File: config.mk
export PLATFORM = sky130hd
export DESIGN_NAME = mssi_sequencer
export DESIGN_NICKNAME = d
export VERILOG_FILES = /design/src/core/mssi_pkg.sv /design/src/core/mssi_sequencer.sv
export VERILOG_INCLUDE_DIRS = /design/src /design/src/core
export SDC_FILE = /design/constraint.sdc
export NUM_CORES = 1
export LEC_CHECK = 0
export ABC_AREA = 1
export BUFFER_PORTS_ARGS = -buffer_cell sky130_fd_sc_hd__buf_4
export CAP_MARGIN = 5
export CORE_UTILIZATION = 35
export CTS_BUF_LIST = sky130_fd_sc_hd__clkbuf_2 sky130_fd_sc_hd__clkbuf_4 sky130_fd_sc_hd__clkbuf_8
export DETAILED_ROUTE_END_ITERATION = 12
export SLEW_MARGIN = 15
export SYNTH_ARGS = -nofsm -noshare
export SYNTH_HDL_FRONTEND = slang
export SYNTH_SLANG_ARGS = --single-unit
File: constraint.sdc
create_clock -name sys_clk -period 3.55 [get_ports sys_clk]
set_input_delay 0.355 -clock sys_clk [delete_from_list [all_inputs] [get_ports sys_clk]]
set_output_delay 0.355 -clock sys_clk [all_outputs]
set_load 0.005 [all_outputs]
File: src/core/mssi_regs.svh
// Register offsets, field positions and reset values of the init sequencer
`ifndef MSSI_REGS_SVH
`define MSSI_REGS_SVH

// ----------------------------------------------------------------
// Own APB register map (byte addresses)
// ----------------------------------------------------------------
`define MSSI_A_CTRL      12'h000
`define MSSI_A_STATUS    12'h004
`define MSSI_A_MODE      12'h008
`define MSSI_A_SESS_EN   12'h00C
`define MSSI_A_TGT_MAP   12'h010
`define MSSI_A_SMAC_LO   12'h014
`define MSSI_A_SMAC_HI   12'h018
`define MSSI_A_LOCAL_IP  12'h01C
`define MSSI_A_TIP_BASE  8'h02

// ----------------------------------------------------------------
// Field positions
// ----------------------------------------------------------------
`define MSSI_CTRL_START  0
`define MSSI_LINK_BIT    16
`define MSSI_BUSY_BIT    0
`define MSSI_RST_BIT     0
`define MSSI_MCAST_BIT   8

// ----------------------------------------------------------------
// Engine side address map (per engine window)
// ----------------------------------------------------------------
`define MSSI_ENG_SHIFT   13
`define MSSI_E_SML       16'h0000
`define MSSI_E_SMH       16'h0004
`define MSSI_E_DIP       16'h0008
`define MSSI_E_LIP       16'h000C
`define MSSI_E_DML       16'h0010
`define MSSI_E_DMH       16'h0014
`define MSSI_E_MODE      16'h0018
`define MSSI_E_RST       16'h001C
`define MSSI_E_CMD       16'h0020
`define MSSI_U_RST       16'h1000

// ----------------------------------------------------------------
// Init mode codes and reset values
// ----------------------------------------------------------------
`define MSSI_M_CLIENT    2'h0
`define MSSI_M_SERVER    2'h1
`define MSSI_M_FIXED     2'h2
`define MSSI_M_BAD       2'h3
`define MSSI_RST_MODE    2'h0
`define MSSI_RST_EN      4'hF
`define MSSI_RST_MAP     8'h00
`define MSSI_RST_SMAC_LO 32'h0000_0000
`define MSSI_RST_SMAC_HI 16'h0000
`define MSSI_RST_IP      32'h0000_0000
`define MSSI_END_IDX     3'h4

`endif

File: src/core/mssi_pkg.sv
// Types shared by the init sequencer
package mssi_pkg;

    typedef enum logic [3:0] {
        S_LINK, S_HOLD, S_ULRST, S_SMAC_L, S_SMAC_H, S_LIP, S_DIP,
        S_MODE, S_DML_W, S_DMH_W, S_REL, S_POLL, S_DML_R, S_DMH_R,
        S_DONE
    } mssi_state_t;

endpackage

File: src/core/mssi_sequencer.sv
// Multi-session offload engine init sequencer with APB control
// Summary of operation
// - Poll link-up bit 16 before initializing
// - Four sessions, one IP, any subset used
// - At most four sessions across all targets
// - First session per target takes mode, others fixed
// - Done only when every active busy clears
// - Hold all engines reset before reloading
// - Per session: reset pattern logic, load parameters
// - First session: release, wait, read target MAC
// - Others: fixed mode, copy MAC, release, wait
// - Invalid common parameter keeps old value
`timescale 1ns/10ps
`default_nettype none
`include "mssi_regs.svh"

module mssi_sequencer
(
    input  wire logic        sys_clk,
    input  wire logic        rst_n,
    input  wire logic [11:0] paddr,
    input  wire logic        psel,
    input  wire logic        penable,
    input  wire logic        pwrite,
    input  wire logic [31:0] pwdata,
    output var  logic [31:0] prdata,
    output logic             pready,
    output logic             pslverr,
    output var  logic        mst_req,
    output var  logic        mst_wr,
    output var  logic [15:0] mst_addr,
    output var  logic [31:0] mst_wdata,
    input  wire logic        mst_ack,
    input  wire logic [31:0] mst_rdata,
    output logic             init_done
);
    import mssi_pkg::*;

    // ------------------------------------------------------------
    // Helpers
    // ------------------------------------------------------------

    // A session is first of its target when no lower enabled one shares it
    function automatic logic is_first(input logic [3:0] en,
                                      input logic [7:0] map,
                                      input logic [2:0] i);
        logic f;
        f = 1'b1;
        for (int j = 0; j < 4; j++)
            if (j < int'(i) && en[j] && map[2*j +: 2] == map[2*i[1:0] +: 2])
                f = 1'b0;
        return f;
    endfunction

    // Lowest enabled index at or above 'from', end marker if none
    function automatic logic [2:0] next_en(input logic [3:0] en,
                                           input logic [2:0] from);
        logic [2:0] r;
        r = `MSSI_END_IDX;
        for (int j = 3; j >= 0; j--)
            if (en[j] && j >= int'(from))
                r = 3'(j);
        return r;
    endfunction

    // Byte address of an engine-side register
    function automatic logic [15:0] eng_addr(input logic [2:0] i,
                                             input logic [15:0] off);
        return 16'(i[1:0]) << `MSSI_ENG_SHIFT | off;
    endfunction

    // Own register decode, shared by write accept and error answer
    function automatic logic reg_hit(input logic [11:0] a);
        return a <= `MSSI_A_LOCAL_IP || a[11:4] == `MSSI_A_TIP_BASE;
    endfunction

    // ------------------------------------------------------------
    // APB register file
    // ------------------------------------------------------------
    logic [1:0]  mode;
    logic [3:0]  sess_en;
    logic [7:0]  tgt_map;
    logic [31:0] smac_lo;
    logic [15:0] smac_hi;
    logic [31:0] local_ip;
    logic [31:0] tgt_ip [4];
    logic        start;
    logic        rejected;
    logic [1:0]  next_mode;
    logic [3:0]  next_sess_en;
    logic [7:0]  next_tgt_map;
    logic [31:0] next_smac_lo;
    logic [15:0] next_smac_hi;
    logic [31:0] next_local_ip;
    logic [31:0] next_tgt_ip [4];
    logic        next_start;
    logic        next_rejected;
    logic [31:0] next_prdata;
    logic        wr_acc;
    mssi_state_t state;
    logic [2:0]  idx;

    // Zero-wait slave; read data is latched in the setup cycle
    assign pready  = 1'b1;
    assign pslverr = psel & penable & ~reg_hit(paddr);
    assign wr_acc  = psel & penable & pwrite & reg_hit(paddr);

    // Writes, validation of common parameters and read mux
    always_comb
    begin
        next_mode     = mode;
        next_sess_en  = sess_en;
        next_tgt_map  = tgt_map;
        next_smac_lo  = smac_lo;
        next_smac_hi  = smac_hi;
        next_local_ip = local_ip;
        next_tgt_ip   = tgt_ip;
        next_start    = 1'b0;
        next_rejected = rejected;
        next_prdata   = prdata;
        if (wr_acc)
        begin
            unique case (paddr)
                `MSSI_A_CTRL:     next_start = pwdata[`MSSI_CTRL_START];
                `MSSI_A_MODE:
                begin
                    next_rejected = pwdata[1:0] == `MSSI_M_BAD;
                    if (!next_rejected)
                        next_mode = pwdata[1:0];
                end
                `MSSI_A_SESS_EN:  next_sess_en = pwdata[3:0];
                `MSSI_A_TGT_MAP:  next_tgt_map = pwdata[7:0];
                `MSSI_A_SMAC_LO:  next_smac_lo = pwdata;
                `MSSI_A_SMAC_HI:
                begin
                    // Group MAC cannot be a source address
                    next_rejected = pwdata[`MSSI_MCAST_BIT];
                    if (!next_rejected)
                        next_smac_hi = pwdata[15:0];
                end
                `MSSI_A_LOCAL_IP:
                begin
                    next_rejected = pwdata == 32'h0000_0000
                                  || pwdata == 32'hFFFF_FFFF;
                    if (!next_rejected)
                        next_local_ip = pwdata;
                end
                default:
                    if (paddr[11:4] == `MSSI_A_TIP_BASE)
                        next_tgt_ip[paddr[3:2]] = pwdata;
            endcase
        end
        if (psel && !penable && !pwrite)
        begin
            next_prdata = 32'h0000_0000;
            unique case (paddr)
                `MSSI_A_STATUS:   next_prdata = {13'h0000, idx,
                                      12'h000, rejected,
                                      state != S_LINK && state != S_DONE,
                                      state != S_LINK, init_done};
                `MSSI_A_MODE:     next_prdata[1:0] = mode;
                `MSSI_A_SESS_EN:  next_prdata[3:0] = sess_en;
                `MSSI_A_TGT_MAP:  next_prdata[7:0] = tgt_map;
                `MSSI_A_SMAC_LO:  next_prdata = smac_lo;
                `MSSI_A_SMAC_HI:  next_prdata[15:0] = smac_hi;
                `MSSI_A_LOCAL_IP: next_prdata = local_ip;
                default:
                    if (paddr[11:4] == `MSSI_A_TIP_BASE)
                        next_prdata = tgt_ip[paddr[3:2]];
            endcase
        end
    end

    // Register stage of the APB file
    always_ff @(posedge sys_clk or negedge rst_n)
    begin
        if (!rst_n)
        begin
            mode     <= `MSSI_RST_MODE;
            sess_en  <= `MSSI_RST_EN;
            tgt_map  <= `MSSI_RST_MAP;
            smac_lo  <= `MSSI_RST_SMAC_LO;
            smac_hi  <= `MSSI_RST_SMAC_HI;
            local_ip <= `MSSI_RST_IP;
            tgt_ip   <= '{default: 32'h0000_0000};
            start    <= 1'b0;
            rejected <= 1'b0;
            prdata   <= 32'h0000_0000;
        end
        else
        begin
            mode     <= next_mode;
            sess_en  <= next_sess_en;
            tgt_map  <= next_tgt_map;
            smac_lo  <= next_smac_lo;
            smac_hi  <= next_smac_hi;
            local_ip <= next_local_ip;
            tgt_ip   <= next_tgt_ip;
            start    <= next_start;
            rejected <= next_rejected;
            prdata   <= next_prdata;
        end
    end

    // ------------------------------------------------------------
    // Sequencer
    // ------------------------------------------------------------
    logic [47:0] tgt_mac [4];
    mssi_state_t next_state;
    logic [2:0]  next_idx;
    logic [47:0] next_tgt_mac [4];
    logic        next_mst_req;
    logic        next_mst_wr;
    logic [15:0] next_mst_addr;
    logic [31:0] next_mst_wdata;
    logic        first;
    logic [1:0]  tgt;
    logic [2:0]  nxt;

    assign init_done = state == S_DONE;
    assign first     = is_first(sess_en, tgt_map, idx);
    assign tgt       = tgt_map[2*idx[1:0] +: 2];

    // One engine access per state; request is issued, then held to ack
    always_comb
    begin
        next_state     = state;
        next_idx       = idx;
        next_tgt_mac   = tgt_mac;
        next_mst_req   = mst_req;
        next_mst_wr    = mst_wr;
        next_mst_addr  = mst_addr;
        next_mst_wdata = mst_wdata;
        nxt            = next_en(sess_en, 3'(idx + 3'h1));
        if (state == S_DONE)
        begin
            if (start)
                next_state = S_LINK;
        end
        else if (!mst_req)
        begin
            next_mst_req   = 1'b1;
            next_mst_wr    = 1'b1;
            next_mst_wdata = 32'h0000_0000;
            unique case (state)
                S_LINK:
                begin
                    next_mst_wr   = 1'b0;
                    next_mst_addr = eng_addr(3'h0, `MSSI_U_RST);
                end
                S_HOLD:
                begin
                    next_mst_addr = eng_addr(idx, `MSSI_E_RST);
                    next_mst_wdata[`MSSI_RST_BIT] = 1'b1;
                end
                S_ULRST:
                begin
                    next_mst_addr = eng_addr(idx, `MSSI_U_RST);
                    next_mst_wdata[`MSSI_RST_BIT] = 1'b1;
                end
                S_SMAC_L:
                begin
                    next_mst_addr  = eng_addr(idx, `MSSI_E_SML);
                    next_mst_wdata = smac_lo;
                end
                S_SMAC_H:
                begin
                    next_mst_addr  = eng_addr(idx, `MSSI_E_SMH);
                    next_mst_wdata = {16'h0000, smac_hi};
                end
                S_LIP:
                begin
                    next_mst_addr  = eng_addr(idx, `MSSI_E_LIP);
                    next_mst_wdata = local_ip;
                end
                S_DIP:
                begin
                    next_mst_addr  = eng_addr(idx, `MSSI_E_DIP);
                    next_mst_wdata = tgt_ip[idx[1:0]];
                end
                S_MODE:
                begin
                    next_mst_addr  = eng_addr(idx, `MSSI_E_MODE);
                    next_mst_wdata[1:0] = first ? mode
                                        : `MSSI_M_FIXED;
                end
                S_DML_W:
                begin
                    next_mst_addr  = eng_addr(idx, `MSSI_E_DML);
                    next_mst_wdata = tgt_mac[tgt][31:0];
                end
                S_DMH_W:
                begin
                    next_mst_addr  = eng_addr(idx, `MSSI_E_DMH);
                    next_mst_wdata = {16'h0000, tgt_mac[tgt][47:32]};
                end
                S_REL:   next_mst_addr = eng_addr(idx, `MSSI_E_RST);
                S_POLL:
                begin
                    next_mst_wr   = 1'b0;
                    next_mst_addr = eng_addr(idx, `MSSI_E_CMD);
                end
                S_DML_R:
                begin
                    next_mst_wr   = 1'b0;
                    next_mst_addr = eng_addr(idx, `MSSI_E_DML);
                end
                S_DMH_R:
                begin
                    next_mst_wr   = 1'b0;
                    next_mst_addr = eng_addr(idx, `MSSI_E_DMH);
                end
                default: next_mst_req = 1'b0;
            endcase
        end
        else if (mst_ack)
        begin
            next_mst_req = 1'b0;
            unique case (state)
                S_LINK:
                    if (mst_rdata[`MSSI_LINK_BIT])
                    begin
                        next_state = S_HOLD;
                        next_idx   = 3'h0;
                    end
                S_HOLD:
                    // Every engine is held, used or not
                    if (idx == 3'h3)
                    begin
                        next_idx   = next_en(sess_en, 3'h0);
                        next_state = next_idx == `MSSI_END_IDX
                                   ? S_DONE : S_ULRST;
                    end
                    else
                        next_idx = 3'(idx + 3'h1);
                S_ULRST:  next_state = S_SMAC_L;
                S_SMAC_L: next_state = S_SMAC_H;
                S_SMAC_H: next_state = S_LIP;
                S_LIP:    next_state = S_DIP;
                S_DIP:    next_state = S_MODE;
                S_MODE:
                    if (nxt == `MSSI_END_IDX)
                    begin
                        // Lowest enabled session is always first of target
                        next_idx   = next_en(sess_en, 3'h0);
                        next_state = S_REL;
                    end
                    else
                    begin
                        next_idx   = nxt;
                        next_state = S_ULRST;
                    end
                S_DML_W:  next_state = S_DMH_W;
                S_DMH_W:  next_state = S_REL;
                S_REL:    next_state = S_POLL;
                S_POLL:
                    if (!mst_rdata[`MSSI_BUSY_BIT])
                    begin
                        if (first)
                            next_state = S_DML_R;
                        else if (nxt == `MSSI_END_IDX)
                            next_state = S_DONE;
                        else
                        begin
                            next_idx   = nxt;
                            next_state = is_first(sess_en, tgt_map, nxt)
                                       ? S_REL : S_DML_W;
                        end
                    end
                S_DML_R:
                begin
                    next_tgt_mac[tgt][31:0] = mst_rdata;
                    next_state = S_DMH_R;
                end
                S_DMH_R:
                begin
                    next_tgt_mac[tgt][47:32] = mst_rdata[15:0];
                    if (nxt == `MSSI_END_IDX)
                        next_state = S_DONE;
                    else
                    begin
                        next_idx   = nxt;
                        next_state = is_first(sess_en, tgt_map, nxt)
                                   ? S_REL : S_DML_W;
                    end
                end
                default: next_state = state;
            endcase
        end
    end

    // Register stage of the sequencer; boot starts with link polling
    always_ff @(posedge sys_clk or negedge rst_n)
    begin
        if (!rst_n)
        begin
            state     <= S_LINK;
            idx       <= 3'h0;
            tgt_mac   <= '{default: 48'h0000_0000_0000};
            mst_req   <= 1'b0;
            mst_wr    <= 1'b0;
            mst_addr  <= 16'h0000;
            mst_wdata <= 32'h0000_0000;
        end
        else
        begin
            state     <= next_state;
            idx       <= next_idx;
            tgt_mac   <= next_tgt_mac;
            mst_req   <= next_mst_req;
            mst_wr    <= next_mst_wr;
            mst_addr  <= next_mst_addr;
            mst_wdata <= next_mst_wdata;
        end
    end
endmodule

`default_nettype wire

* Yosys cells after proc, flatten, opt, wreduce, memory -nomap -nowiden
Cells that the tools add are included.
** Word-level totals
- Bits of input ports :: 82
- Register bits :: 504
- Output and inout bits :: 85
** Cells by class
- $lt $le $gt $ge :: 18
- Reductions and logical operators :: 63
- $add $sub $neg :: 1
- Shifts and indexed selects :: 2
- Mux-type cells :: 91
- Bitwise gates (word level) :: 14
- Equal/unequal tests :: 43
** Operator list (count)
- bitwise mux 192 bit :: 2
- one-hot mux 192 bit (2 select lines) :: 1
- two-way mux 32 bit :: 7
- demux 48 bit (select 2 bit) :: 2
- one-hot mux 30 bit (6 select lines) :: 1
- one-hot mux 16 bit (11 select lines) :: 1
- two-way mux 48 bit :: 3
- binary-select mux 32 bit (select 2 bit) :: 2
- bitwise mux 128 bit :: 1
- binary-select mux 48 bit (select 2 bit) :: 1
- two-way mux 3 bit :: 22
- demux 32 bit (select 2 bit) :: 1
- one-hot mux 16 bit (4 select lines) :: 1
- one-hot mux 4 bit (14 select lines) :: 1
- == test 12 x 5 -> 1 bit (second input constant) :: 4
- two-way mux 4 bit :: 9
- == test 32 bit (second input constant) :: 1
- logical NOT 32 bit :: 1
- one-hot mux 8 bit (4 select lines) :: 1
- == test 4 bit (second input constant) :: 7
- one-hot mux 2 bit (7 select lines) :: 2
- logical AND 1 bit :: 25
- two-way mux 1 bit :: 25
- == test 12 x 4 -> 1 bit (second input constant) :: 2
- other kinds (50) :: 109

* Longest topological paths before layout
- Depth in word-level cells :: 29
- Gate-level depth with buffers :: 23

* Least setup slack after synthesis
Ideal clock, no wire load.
- Kind :: reg-to-reg
- Start :: reg idx[1]
- End :: reg state[1]
- Path buffers :: 2
- Stages on the path, launching flop included :: 22
- Data arrival time :: 2.628 ns
- Path slack :: 0.805 ns
- Path through :: dfrtp_1 -> inv_2 -> buf_1 -> clkbuf_1 -> ha_1 -> nand2_1 -> nand2_1 -> nand2_1 -> nor2_2 -> nor2_2 -> nand2_2 -> inv_2 -> nand3_1 -> nand2_2 -> xor2_1 -> nand2_1 -> nand3_1 -> nand2_1 -> nand2_1 -> nand2_1 -> nand2_1 -> nand2_1
** On the way
- Cells in the longest elaborated chain, start to end :: 29
- Elaborated cells between the ends (all ways) :: 80
- Those cells by class :: add/sub (1); order compare (12); eq/ne (11); shift (2); mux (33); reduce/logical (21)
** RTL lines
- start: declaration :: RTL line mssi_sequencer.sv:101 : logic [2:0] idx;
- start signal: assignment :: RTL line mssi_sequencer.sv:408 : idx <= next_idx;
- adder 3 x 1 -> 3 bit :: RTL line mssi_sequencer.sv:234 : nxt = next_en(sess_en, 3'(idx + 3'h1));
- >= comparator 2 x 3 -> 1 bit :: RTL line mssi_sequencer.sv:61 : if (en[j] && j >= int'(from))
- logical AND 1 bit :: RTL line mssi_sequencer.sv:61
- two-way mux 3 bit (4 in series) :: RTL line mssi_sequencer.sv:61
- variable part select 8 x 4 -> 2 bit or < comparator 1 x 3 -> 1 bit (tied branches) :: RTL line mssi_sequencer.sv:50 : if (j < int'(i) && en[j] && map[2*j +: 2] == map[2*i[1:0] +: 2])
- == test 2 bit or logical AND 1 bit (tied branches) :: RTL line mssi_sequencer.sv:50
- logical AND 1 bit :: RTL line mssi_sequencer.sv:50
- two-way mux 1 bit (4 in series) :: RTL line mssi_sequencer.sv:50
- [... 7 more ...]
- two-way mux 2 bit :: RTL line mssi_sequencer.sv:367 : ? S_REL : S_DML_W;
- two-way mux 3 bit :: RTL line mssi_sequencer.sv:361 : else if (nxt == `MSSI_END_IDX)
- two-way mux 3 bit :: RTL line mssi_sequencer.sv:359 : if (first)
- two-way mux 4 bit :: RTL line mssi_sequencer.sv:357 : if (!mst_rdata[`MSSI_BUSY_BIT])
- one-hot mux 4 bit (14 select lines) :: RTL line mssi_sequencer.sv:319 : unique case (state)
- two-way mux 4 bit :: RTL line mssi_sequencer.sv:316 : else if (mst_ack)
- two-way mux 4 bit :: RTL line mssi_sequencer.sv:240 : else if (!mst_req)
- two-way mux 4 bit :: RTL line mssi_sequencer.sv:235 : if (state == S_DONE)
- end signal: assignment :: RTL line mssi_sequencer.sv:407 : state <= next_state;
- end: declaration :: RTL line mssi_sequencer.sv:100 : mssi_state_t state;
Several ways; a longest one is shown, not always the timed one. The select of a mux whose other input is x is not followed.
A chain may end at the register's enable or synchronous reset.

* Final worst setup path
- Start :: reg idx[1]
- End :: reg tgt_mac[101] in the netlist's numbering
** On the way
- Cells in the longest elaborated chain, start to end :: 8
- Elaborated cells between the ends (all ways) :: 11
- Those cells by class :: order compare (2); shift (1); mux (6); bitwise (1); reduce/logical (1)
** RTL lines
- variable part select 8 x 4 -> 2 bit * :: RTL line mssi_sequencer.sv:222 : assign tgt = tgt_map[2*idx[1:0] +: 2];
- inverter 2 -> 3 bit (not written as such) * :: RTL line mssi_sequencer.sv:372, mssi_sequencer.sv:377
- >= comparator 3 bit (not written as such) or < comparator 3 x 1 -> 1 bit (tied branches) :: RTL line mssi_sequencer.sv:372 : next_tgt_mac[tgt][31:0] = mst_rdata;
- logical AND 1 bit (not written as such) :: RTL line mssi_sequencer.sv:372
- two-way mux 32 bit (not written as such) :: RTL line mssi_sequencer.sv:372
- demux 48 bit (select 2 bit) :: RTL line mssi_sequencer.sv:372
- bitwise mux 192 bit :: RTL line mssi_sequencer.sv:372
- one-hot mux 192 bit (2 select lines) * :: RTL line mssi_sequencer.sv:319
- end signal: assignment :: RTL line mssi_sequencer.sv:409 : tgt_mac <= next_tgt_mac;
- end: declaration :: RTL line mssi_sequencer.sv:208 : logic [47:0] tgt_mac [4];
Every way passes the cells marked *; elsewhere a longest branch is shown, timed or not.

==> flow_summary.ini <==
[status]
status = complete, no violations

[logic_synthesis]
synth-seq-cells = 495
synth_edf_count = 0
ys_types = 55
syn_avg_cell_area_um2 = 8.42
synth_top_area_frac = 0.521
synth_seq_area_share = 0.526
syn_area_mm2 = 0.0236
yosysWarnings = 0
synth_area_leaders = dfrtp_1, nand2_1, o21ai_0
netlist_instances = 2798
async_flop_share = 1.00
synth_top_area_cell = dfrtp_1
synth_flop_cell = dfrtp_1

[min_path]
hp-start = mst_rdata[10]
hold_class = in2reg
hold_depth = 3
hold_path_end = tgt_mac[106]

[route]
vias_per_cell = 5.37
drtIter0Drc = 2073
wire_per_inst_um = 20.2
route.detailed.drc = 0
drt_wl_total_mm = 78.3
ant_nets = 0
first_pass_iters = 6
vias = 20816

[floorplan]
dieArea_mm2 = 0.0684
die_x_um = 261
start_util = 0.356
rows = 94
die_h_um = 261
io_pins = 167
coreArea_mm2 = 0.0662

[clock_network]
cts-root-buf = clkbuf_8
cts.clk_slew.worst_paths_ps = 70
cts_max_path_buffers = 3
cts_sinks = 495
ctsResizeCount = 0
clkLatencyLatePin_ps = 690
cts_tree = yes
cts-htree-levels = 3
numCtsBuffers = 84

[placed_design]
dp_hpwl_mm = 49.9
pre_cts_ws_ps = 770
placed_area_mm2 = 0.0255
place_inst = 3703
gp_congestion = 0.874
portBuffers = 156

[global_route]
groute.usage.overall = 0.232
first_global_vias = 20123
antenna_found_initial = 1
overflow = 0
grt_pass1_wl_mm = 122
grt_start_max_net_pins = 89

[sta]
fmax_mhz = 355
skew_ps = 29.2
post-route-period-util = 0.794
slew_headroom = 0.342
drv_slew = 0
finalSetupTns_ps = 0
timing.final.hold_violations = 0
setup_ws_ps = 730
rsz0062_at_grt = no
worst_pin_slew_ps = 985
setup_viol = 0
finalCriticalPeriod_ps = 2820
timing.hold.ws_ps = 40.5

[critical_path]
required_ps = 4100
cp_max_fo = 50
r2r_start = idx[1]
rrSetupSlack_ps = 730
reg2regPathDepth = 11
crit_arrival_ps = 3370
worstSetupEndpointType = flip-flop
r2r_end = tgt_mac[101]
path_class = reg2reg
cp-start-kind = flip-flop

[cells_and_area]
fill_cells = 6719
layout-drive-gt1-share = 0.144
nNetsFinal = 3028
syn_to_final_growth_pct = 17.2
final_util = 0.417
final_cell_area_mm2 = 0.0276
fin_cells = 3876

[pwr]
ir_drop_v = 0.000394
p_per_area_mw_per_mm2 = 587
leakage_nw = 12.8
fin_total_pwr_mw = 16.2

[run]
drv_cap = 0
==> power breakdown <==
| group | internal (mW) | total [mW] | switching [mW] |
|---|---|---|---|
| logic | 1.16 | 3.64 | 2.48 |
| registers | 6.32 | 6.77 | 0.446 |
| clock network | 3.39 | 5.81 | 2.42 |
| total | 10.9 | 16.2 | 5.34 |
==> Yosys cell counts, types with 2 or more instances <==
library cell	instances
nand4_1	32
clkbuf_1	104
conb_1	2
o21ai_0	326
o31ai_1	14
a22oi_1	121
xor2_1	4
a221oi_1	23
nor4_1	9
a21oi_1	130
a221o_1	3
a211o_1	13
o221ai_1	8
a211oi_1	5
nor3_1	12
o211ai_1	7
nor2_1	132
a2111oi_0	4
dfstp_2	4
o22ai_1	29
a32o_1	7
nand2_1	734
inv_1	185
inv_2	16
buf_4	13
buf_2	33
a22o_1	6
o21ai_1	189
buf_1	10
a21o_1	17
dfrtp_1	491
ha_1	3
nand3_2	4
buf_6	16
a31oi_1	9
nor2_4	2
nand2_2	9
o2111ai_1	2
nand3_1	39
nand2_4	10
nor2_2	7
==> flip-flops by register name, summed over array words and instances, names as in the netlist <==
signal and count:
start 1, rejected 1, mst_wr 1, tgt_mac 192
tgt_ip 128, local_ip 32, smac_hi 15, mst_req 1
idx 3, mst_wdata 32, prdata 32, mst_addr 7
sess_en 4, mode 2, smac_lo 32, tgt_map 8
state 4
==> how the worst max path moves through the flow <==
stage | from | slack [ps] | endpoint | cells after the start
floorplan | idx[1] | 810 | state[1] | 21
global placement | idx[1] | 810 | tgt_mac[97] | 11
detailed placement | idx[1] | 770 | tgt_mac[101] | 11
CTS | idx[1] | 760 | tgt_mac[97] | 11
global route | idx[1] | 540 | tgt_mac[108] | 11
finish | idx[1] | 730 | tgt_mac[101] | 11
==> final cells by class <==
type	instances	area, um2	area share
Sequential cell	495	12400	0.449
Inverter	203	763	0.0276
Tap cell	864	1080	0.0391
Timing Repair Buffer	228	1850	0.0670
Multi-Input combinational cell	1931	9600	0.347
Clock buffer	144	1790	0.0650
Clock inverter	10	138	0.00498
Antenna cell	1	2.50	0.0000906
==> critical path, stage by stage (launching register included) <==
cell	delay (ps)
dfrtp_1	390
buf_4	280
a21oi_1	160
o21ai_1	90
nand2_2	220
inv_2	130
nor2_4	120
buf_12	290
nand2_2	440
buf_4	380
nand2_1	70
o21ai_0	80
==> cell families (layout without fill, tap and decap cells) <==
logic type,count (synthesis),count (layout),share of synthesized area
muxes,1,1,0.000478
DFF,495,495,0.526
other,2,11,0.000319
and+or+nand+nor,997,997,0.175
buffers and inverters,380,585,0.0696
adders and majority gates,3,3,0.00159
xor gates and xnor gates,4,4,0.00149
AOI/OAI and AO/OA,916,916,0.225
==> layout by cell type (no fill, tap or decap), types with 39 or more instances in the layout <==
cell,count
a21oi_1,130
a22oi_1,121
buf_4,202
clkbuf_8,114
dfrtp_1,490
inv_1,183
nand2_1,733
nand3_1,39
nor2_1,128
o21ai_0,326
o21ai_1,189
==> per-layer routing <==
metal / track usage / wire length (um) / up-vias
met2: 0.357 / 35300 / 813
met3: 0.0445 / 5800 / 139
met1: 0.321 / 34500 / 10046
met4: 0.0958 / 2700 / 0
li1: - / - / 9818
met5: 0 / 0 / -
==> what timing repair did <==
| action | CTS | global route |
|---|---|---|
| hold buffers | 18 | 0 |
| buffers inserted | 0 | 0 |
| endpoints found under the hold margin | 105 | 0 |
(Power assumes the default switching activity.)
